## src/rtl/spp_consts.svh

```systemverilog
`ifndef SPP_CONSTS_SVH
`define SPP_CONSTS_SVH

// pin count and bus widths
`define SPP_NPIN        6
`define SPP_AW          8
`define SPP_DW          32

// register byte offsets
`define SPP_OFF_DIR     8'h00
`define SPP_OFF_PULL    8'h04
`define SPP_OFF_OUT     8'h08
`define SPP_OFF_IN      8'h0c
`define SPP_OFF_SET     8'h10
`define SPP_OFF_CLR     8'h14
`define SPP_OFF_CFG     8'h18
`define SPP_OFF_CHG     8'h1c

// reset values: all inputs, weak pull-up, output level low
`define SPP_RST_DIR     6'h00
`define SPP_RST_PULL    12'h555
`define SPP_RST_OUT     6'h00
`define SPP_RST_CHG     6'h00

// single-pin configuration word fields
`define SPP_CFG_IDX_LO  0
`define SPP_CFG_IDX_HI  2
`define SPP_CFG_DIR     3
`define SPP_CFG_PULL_LO 4
`define SPP_CFG_PULL_HI 5
`define SPP_CFG_LVL     6

`endif

```

## src/rtl/spp_pkg.sv

```systemverilog
`default_nettype none

package spp_pkg;

  typedef enum logic [1:0] {
    SPP_PULL_NONE   = 2'b00,
    SPP_PULL_WEAK   = 2'b01,
    SPP_PULL_STRONG = 2'b10,
    SPP_PULL_RSVD   = 2'b11
  } spp_pull_t;

endpackage

`default_nettype wire

```

## src/rtl/spp_sync.sv

```systemverilog
`default_nettype none

module spp_sync #(
  parameter int W = 1
) (
  input  wire logic         mclk,
  input  wire logic         rst,
  input  wire logic [W-1:0] d,
  output logic      [W-1:0] q
);

  logic [W-1:0] meta_r;
  logic [W-1:0] meta_nxt;
  logic [W-1:0] q_r;
  logic [W-1:0] q_nxt;

  // two-stage synchroniser, the first stage feeds only the second
  always_comb begin
    meta_nxt = d;
    q_nxt    = meta_r;
  end

  always_ff @(posedge mclk) begin
    if (rst) begin
      meta_r <= '1;
      q_r    <= '1;
    end else begin
      meta_r <= meta_nxt;
      q_r    <= q_nxt;
    end
  end

  assign q = q_r;

endmodule

`default_nettype wire

```

## src/rtl/spp_top.sv

```systemverilog
// Our own choices: the register addresses and strobed register access.

`include "spp_consts.svh"

`default_nettype none

module spp_top (
  input  wire logic                 mclk,
  input  wire logic                 rst,
  input  wire logic [`SPP_AW-1:0]   addr,
  input  wire logic [`SPP_DW-1:0]   wr_data,
  input  wire logic                 wr_stb,
  input  wire logic                 rd_stb,
  output logic      [`SPP_DW-1:0]   rd_data,
  input  wire logic [`SPP_NPIN-1:0] spare_pin_in,
  output logic      [`SPP_NPIN-1:0] spare_pin_out,
  output logic      [`SPP_NPIN-1:0] spare_pin_oe_n,
  output logic      [`SPP_NPIN-1:0] spare_pin_weak_pu,
  output logic      [`SPP_NPIN-1:0] spare_pin_strong_pu
);

  localparam int NP = `SPP_NPIN;

  // configuration state
  logic [NP-1:0]   dir_r;
  logic [NP-1:0]   dir_nxt;
  logic [2*NP-1:0] pull_r;
  logic [2*NP-1:0] pull_nxt;
  logic [NP-1:0]   lvl_r;
  logic [NP-1:0]   lvl_nxt;
  logic [NP-1:0]   chg_r;
  logic [NP-1:0]   chg_nxt;
  logic [NP-1:0]   prev_r;
  logic [NP-1:0]   prev_nxt;

  // registered outputs
  logic [`SPP_DW-1:0] rd_data_r;
  logic [`SPP_DW-1:0] rd_data_nxt;
  logic [NP-1:0]      pin_out_r;
  logic [NP-1:0]      pin_out_nxt;
  logic [NP-1:0]      pin_oe_n_r;
  logic [NP-1:0]      pin_oe_n_nxt;
  logic [NP-1:0]      weak_r;
  logic [NP-1:0]      weak_nxt;
  logic [NP-1:0]      strong_r;
  logic [NP-1:0]      strong_nxt;

  logic [NP-1:0] pin_sync;

  // single-pin command fields
  logic [2:0] cfg_idx;
  logic       cfg_dir;
  logic [1:0] cfg_pull;
  logic       cfg_lvl;
  logic       cfg_hit;

  // pad inputs pass two flops before use
  spp_sync #(
    .W (NP)
  ) u_sync (
    .mclk (mclk),
    .rst  (rst),
    .d    (spare_pin_in),
    .q    (pin_sync)
  );

  // single-pin command decode, index above the last pin ignored
  always_comb begin
    cfg_idx  = wr_data[`SPP_CFG_IDX_HI:`SPP_CFG_IDX_LO];
    cfg_dir  = wr_data[`SPP_CFG_DIR];
    cfg_pull = wr_data[`SPP_CFG_PULL_HI:`SPP_CFG_PULL_LO];
    cfg_lvl  = wr_data[`SPP_CFG_LVL];
    cfg_hit  = 1'b0;
    if (wr_stb && addr == `SPP_OFF_CFG) begin
      cfg_hit = (cfg_idx < 3'(NP));
    end
  end

  // direction, changed only by an explicit command
  always_comb begin
    dir_nxt = dir_r;
    if (wr_stb && addr == `SPP_OFF_DIR) begin
      dir_nxt = wr_data[NP-1:0];
    end else if (cfg_hit) begin
      dir_nxt[cfg_idx] = cfg_dir;
    end
  end

  // pull-up selection, two bits per pin
  always_comb begin
    pull_nxt = pull_r;
    if (wr_stb && addr == `SPP_OFF_PULL) begin
      pull_nxt = wr_data[2*NP-1:0];
    end else if (cfg_hit) begin
      pull_nxt[2*cfg_idx +: 2] = cfg_pull;
    end
  end

  // output levels: whole word, set, clear or single pin
  always_comb begin
    lvl_nxt = lvl_r;
    if (wr_stb && addr == `SPP_OFF_OUT) begin
      lvl_nxt = wr_data[NP-1:0];
    end else if (wr_stb && addr == `SPP_OFF_SET) begin
      lvl_nxt = lvl_r | wr_data[NP-1:0];
    end else if (wr_stb && addr == `SPP_OFF_CLR) begin
      lvl_nxt = lvl_r & ~wr_data[NP-1:0];
    end else if (cfg_hit) begin
      lvl_nxt[cfg_idx] = cfg_lvl;
    end
  end

  // input change flags; a change arriving with its clear still sets it
  always_comb begin
    logic [NP-1:0] edge_seen;
    edge_seen = (pin_sync ^ prev_r) & ~dir_r;
    prev_nxt  = pin_sync;
    chg_nxt   = chg_r;
    if (wr_stb && addr == `SPP_OFF_CHG) begin
      chg_nxt = chg_r & ~wr_data[NP-1:0];
    end
    chg_nxt = chg_nxt | edge_seen;
  end

  // pin drivers and pull-up selection
  always_comb begin
    spp_pkg::spp_pull_t mode;
    mode         = spp_pkg::SPP_PULL_WEAK;
    pin_out_nxt  = lvl_nxt;
    pin_oe_n_nxt = ~dir_nxt;
    weak_nxt     = '0;
    strong_nxt   = '0;
    for (int i = 0; i < NP; i++) begin
      mode = spp_pkg::spp_pull_t'(pull_nxt[2*i +: 2]);
      if (!dir_nxt[i]) begin
        case (mode)
          spp_pkg::SPP_PULL_NONE: begin
            weak_nxt[i]   = 1'b0;
            strong_nxt[i] = 1'b0;
          end
          spp_pkg::SPP_PULL_STRONG: begin
            strong_nxt[i] = 1'b1;
          end
          default: begin
            weak_nxt[i] = 1'b1;
          end
        endcase
      end
    end
  end

  // read mux, data valid in the cycle after the strobe only
  always_comb begin
    rd_data_nxt = '0;
    if (rd_stb) begin
      if (addr == `SPP_OFF_DIR) begin
        rd_data_nxt[NP-1:0] = dir_r;
      end else if (addr == `SPP_OFF_PULL) begin
        rd_data_nxt[2*NP-1:0] = pull_r;
      end else if (addr == `SPP_OFF_OUT) begin
        rd_data_nxt[NP-1:0] = lvl_r;
      end else if (addr == `SPP_OFF_IN) begin
        rd_data_nxt[NP-1:0] = pin_sync;
      end else if (addr == `SPP_OFF_CFG) begin
        rd_data_nxt = '0;
      end else if (addr == `SPP_OFF_CHG) begin
        rd_data_nxt[NP-1:0] = chg_r;
      end
    end
  end

  always_ff @(posedge mclk) begin
    if (rst) begin
      dir_r <= `SPP_RST_DIR;
    end else begin
      dir_r <= dir_nxt;
    end
  end

  always_ff @(posedge mclk) begin
    if (rst) begin
      pull_r <= `SPP_RST_PULL;
    end else begin
      pull_r <= pull_nxt;
    end
  end

  always_ff @(posedge mclk) begin
    if (rst) begin
      lvl_r <= `SPP_RST_OUT;
    end else begin
      lvl_r <= lvl_nxt;
    end
  end

  always_ff @(posedge mclk) begin
    if (rst) begin
      chg_r  <= `SPP_RST_CHG;
      prev_r <= '1;
    end else begin
      chg_r  <= chg_nxt;
      prev_r <= prev_nxt;
    end
  end

  always_ff @(posedge mclk) begin
    if (rst) begin
      rd_data_r <= '0;
    end else begin
      rd_data_r <= rd_data_nxt;
    end
  end

  always_ff @(posedge mclk) begin
    if (rst) begin
      pin_out_r  <= `SPP_RST_OUT;
      pin_oe_n_r <= '1;
      weak_r     <= '1;
      strong_r   <= '0;
    end else begin
      pin_out_r  <= pin_out_nxt;
      pin_oe_n_r <= pin_oe_n_nxt;
      weak_r     <= weak_nxt;
      strong_r   <= strong_nxt;
    end
  end

  assign rd_data             = rd_data_r;
  assign spare_pin_out       = pin_out_r;
  assign spare_pin_oe_n      = pin_oe_n_r;
  assign spare_pin_weak_pu   = weak_r;
  assign spare_pin_strong_pu = strong_r;

endmodule

`default_nettype wire

```

## config.mk

```make
export PLATFORM = sky130hd
export DESIGN_NAME = spp_top
export DESIGN_NICKNAME = d
export VERILOG_FILES = /design/src/rtl/spp_pkg.sv /design/src/rtl/spp_sync.sv /design/src/rtl/spp_top.sv
export VERILOG_INCLUDE_DIRS = /design/src /design/src/rtl
export SDC_FILE = /design/constraint.sdc
export NUM_CORES = 1
export LEC_CHECK = 0
export BUFFER_PORTS_ARGS = -buffer_cell sky130_fd_sc_hd__buf_2
export CELL_PAD_IN_SITES_DETAIL_PLACEMENT = 1
export CELL_PAD_IN_SITES_GLOBAL_PLACEMENT = 2
export CORE_UTILIZATION = 32
export CTS_CLUSTER_DIAMETER = 100
export DETAILED_ROUTE_END_ITERATION = 10
export PLACE_DENSITY = 0.95
export SLEW_MARGIN = 20
export SYNTH_ARGS = -nofsm -noshare
export SYNTH_HDL_FRONTEND = slang
export SYNTH_SLANG_ARGS = --single-unit
export TNS_END_PERCENT = 30
```

## constraint.sdc

```tcl
create_clock -name mclk -period 5.9 [get_ports mclk]
set_input_delay 0.885 -clock mclk [delete_from_list [all_inputs] [get_ports mclk]]
set_output_delay 0.885 -clock mclk [all_outputs]
set_load 0.02 [all_outputs]
```

==> results by group <==
Run status
  • Status: completed

Logic synthesis
  • Number of synthesized flops with an enable pin: 0
  • Yosys cell types: 58
  • Synth area leader: dfxtp_1
  • Post-Synthesis Cell Area: 3560 sq um
  • Ys async rst share: 0%
  • Synth top area share: 43.9%
  • Mean Syn Cell Area: 8.87 sq um
  • #FFs+latches synth: 78
  • Most common cell in the netlist: dfxtp_1
  • Synth Instances: 401
  • Leading post-synthesis cells by cell area: dfxtp_1, buf_4, or2_2
  • Synth cell count leaders: dfxtp_1, nor2_1, nand2_1
  • Ys Warns: 0
  • Post-synth top flop: dfxtp_1
  • Seq/Total Area, Yosys: 43.9%

Die
  • Die ar.: 11500 sq um
  • Chip Width: 107 microns
  • Die H: 107 microns
  • Number of cell rows: 38
  • Placeable Area: 10800 sq um
  • Initial core utilization: 32.8%
  • I/O Pins: 106

Clock tree
  • CTS Hold Buffers Added: 0
  • H-tree lvl count: 3
  • Worst-path clk slew: 0.08 ns
  • Post-cts resize count: 0
  • CTS Buf Count: 9
  • CTS tree: yes
  • Post-CTS Setup Bufs: 0
  • Deepest clock path buffer count: 2
  • CTS Sinks: 78
  • CTS Root Cell: clkbuf_8
  • Worst-skew pair later-pin latency: 0.35 ns

Timing
  • Final Hold Fails: 0
  • Setup repair after global routing missed its margin: no
  • Max-Slew Margin vs Limit: 32.5%
  • Fin crit share: 53.6%
  • Fmax: 0.316 GHz
  • Worst slew pin tran: 1.01 ns
  • Worst setup margin: 2.74 ns
  • Setup Viol. Count Final: 0
  • Crit path time final: 3.16 ns
  • Setup Skew: 0.0129 ns
  • TNS Setup: 0 ns
  • Max-slew violations: 0

GRT
  • Met1 Use GR: 24.5%
  • First-pass GRT wire length: 16500 microns
  • Grt total ovfl: 0
  • Met2 Track Usage GR: 30.4%
  • GRT met3 Usage: 3.93%
  • GR peak layer: met2
  • Antenna violations before repair: 0
  • Vias in the first global route: 3220
  • Largest net degree at the start of global routing: 48
  • GRT Overall Usage: 18.9%

Placed design
  • Dpl cell area: 3910 sq um
  • Buffers on Ports: 65
  • Dpl hpwl: 7440 microns
  • GPL Wtd Cong: 0.871
  • Pre-CTS WS: 2.37 ns

Routing
  • WL/cell: 17.3 microns
  • WL final: 10400 microns
  • Detailed Route Iter0 Violations: 124
  • Remaining DRCs: 0
  • Via/cell ratio: 5.18
  • Vias: 3126
  • Router iterations before antenna repair: 5
  • Post-DRT Antenna Nets: 0

Cells and area
  • Diode count: 0
  • Share of layout cells above drive strength 1: 24.2%
  • Area growth syn-to-layout: 16.9%
  • Final Cell Area: 4160 sq um
  • Nets: 511

Worst hold path
  • Hold path startpoint: u_sync.meta_r[4]$_SDFF_PP1_
  • Hold Crit Class: flip-flop to flip-flop

Power and ir drop
  • Switching share of total power: 24.3%
  • P_int: 843 uW
  • Psw: 271 uW
  • Leakage: 0.00171 uW
  • Part of the power in registers: 48.4%
  • Pwr dens: 268 nW/um^2
  • Combinational share of power: 7.7%
  • Worst VDD drop: 0.127 mV
  • Clock share of power: 43.9%

Worst setup path
  • Crit path kind: primary input to flip-flop
  • Startpoint Class: primary input
  • Critical Path RT: 6.17 ns
  • R2r startpoint: pull_r[0]$_SDFF_PP1_
  • Worst-path maximum fanout: 16
  • Worst setup startpoint: wr_data[0]
  • CP Capture Type: flip-flop
  • Arrival time at the worst endpoint: 3.43 ns

Flow run
  • Maxcap violations: 0
==> state kept, by name, indices dropped and copies added (netlist names) <==
| name | cells |
|---|---|
| chg_r | 6 |
| dir_r | 6 |
| prev_r | 6 |
| pull_r | 12 |
| rd_data | 12 |
| spare_pin_oe_n | 6 |
| spare_pin_out | 6 |
| spare_pin_strong_pu | 6 |
| spare_pin_weak_pu | 6 |
| u_sync.meta_r | 6 |
| u_sync.q | 6 |
==> layout by cell type (no fill, tap or decap), types with 4 or more instances in the layout <==
cell type	count
nand2_1	28
buf_2	65
a21o_1	4
and2_1	15
xnor2_1	4
inv_1	12
nor3_1	9
nor3b_1	7
nor2_1	36
or3_1	4
nor2b_1	6
o21ai_0	7
dfxtp_1	78
o221ai_1	5
conb_1	20
mux2i_1	9
or2_2	22
a31oi_1	7
a21boi_0	4
clkbuf_8	9
a21oi_1	24
nand4_1	8
nand3_1	7
a22oi_1	8
o31ai_1	7
==> worst paths after layout <==
path	to	depth (start not counted)	slack (ns)
worst max register to register	spare_pin_weak_pu[0]$_SDFF_PP1_	4	4.68
worst min register to register	u_sync.q[4]$_SDFF_PP1_	1	0.41
worst min-delay path	u_sync.q[4]$_SDFF_PP1_	1	0.41
worst max-delay path	spare_pin_weak_pu[0]$_SDFF_PP1_	9	2.74
==> stage by stage <==
stage                     hold WS (ns)  std cells  util (%)  total power [uW]
final                            0.414        603      38.3              1110
after global routing             0.427        603      38.3              1150
after CTS                        0.417        603      38.3              1130
after detailed placement         0.395        587      36.1               637
after global placement           0.391        587      36.1               634
after floorplan                  0.389        420         -               617
==> logic make-up after synthesis <==
kind of cell / count (synthesis) / share of synthesized area, %
simple gates: 167 / 26.8
compound gates: 84 / 16.0
flops: 78 / 43.9
buf+inv: 51 / 7.56
mux: 10 / 2.85
xor+xnor: 7 / 1.72
fa+ha+maj: 3 / 1.06
other cells: 1 / 0.105
==> per-layer routing <==
| metal | up-vias | part of all wire [%] |
|---|---|---|
| li1 | 1496 | - |
| met1 | 1484 | 43 |
| met2 | 124 | 47 |
| met3 | 22 | 6.8 |
| met4 | 0 | 2.9 |
| met5 | - | 0 |
==> cell type report <==
| cell class | instances | area, sq um |
|---|---|---|
| clock buffers | 9 | 124 |
| clock inverters | 7 | 120 |
| fillers | 1316 | 6690 |
| inverters | 12 | 45.0 |
| multi-input cells | 291 | 1800 |
| flip-flops and latches | 78 | 1560 |
| well taps | 140 | 175 |
| repair buffers | 66 | 333 |
==> worst max-delay path, stage by stage <==
cell,delay [ns]
buf_2,0.28
inv_1,0.19
ha_1,0.26
ha_1,0.39
nor4bb_1,0.27
and4_1,0.28
mux2_2,0.34
a22oi_1,0.32
a21boi_0,0.21
==> power groups by stage <==
stage | registers (uW) | logic [uW] | clock network [uW]
3_5_place_dp | 552 | 84.5 | 0
5_1_grt | 541 | 94.4 | 520
2_1_floorplan | 551 | 65.6 | 0
3_3_place_gp | 551 | 82.4 | 0
4_1_cts | 540 | 85.2 | 501
6_report | 540 | 85.5 | 489
(Power assumes the default switching activity.)
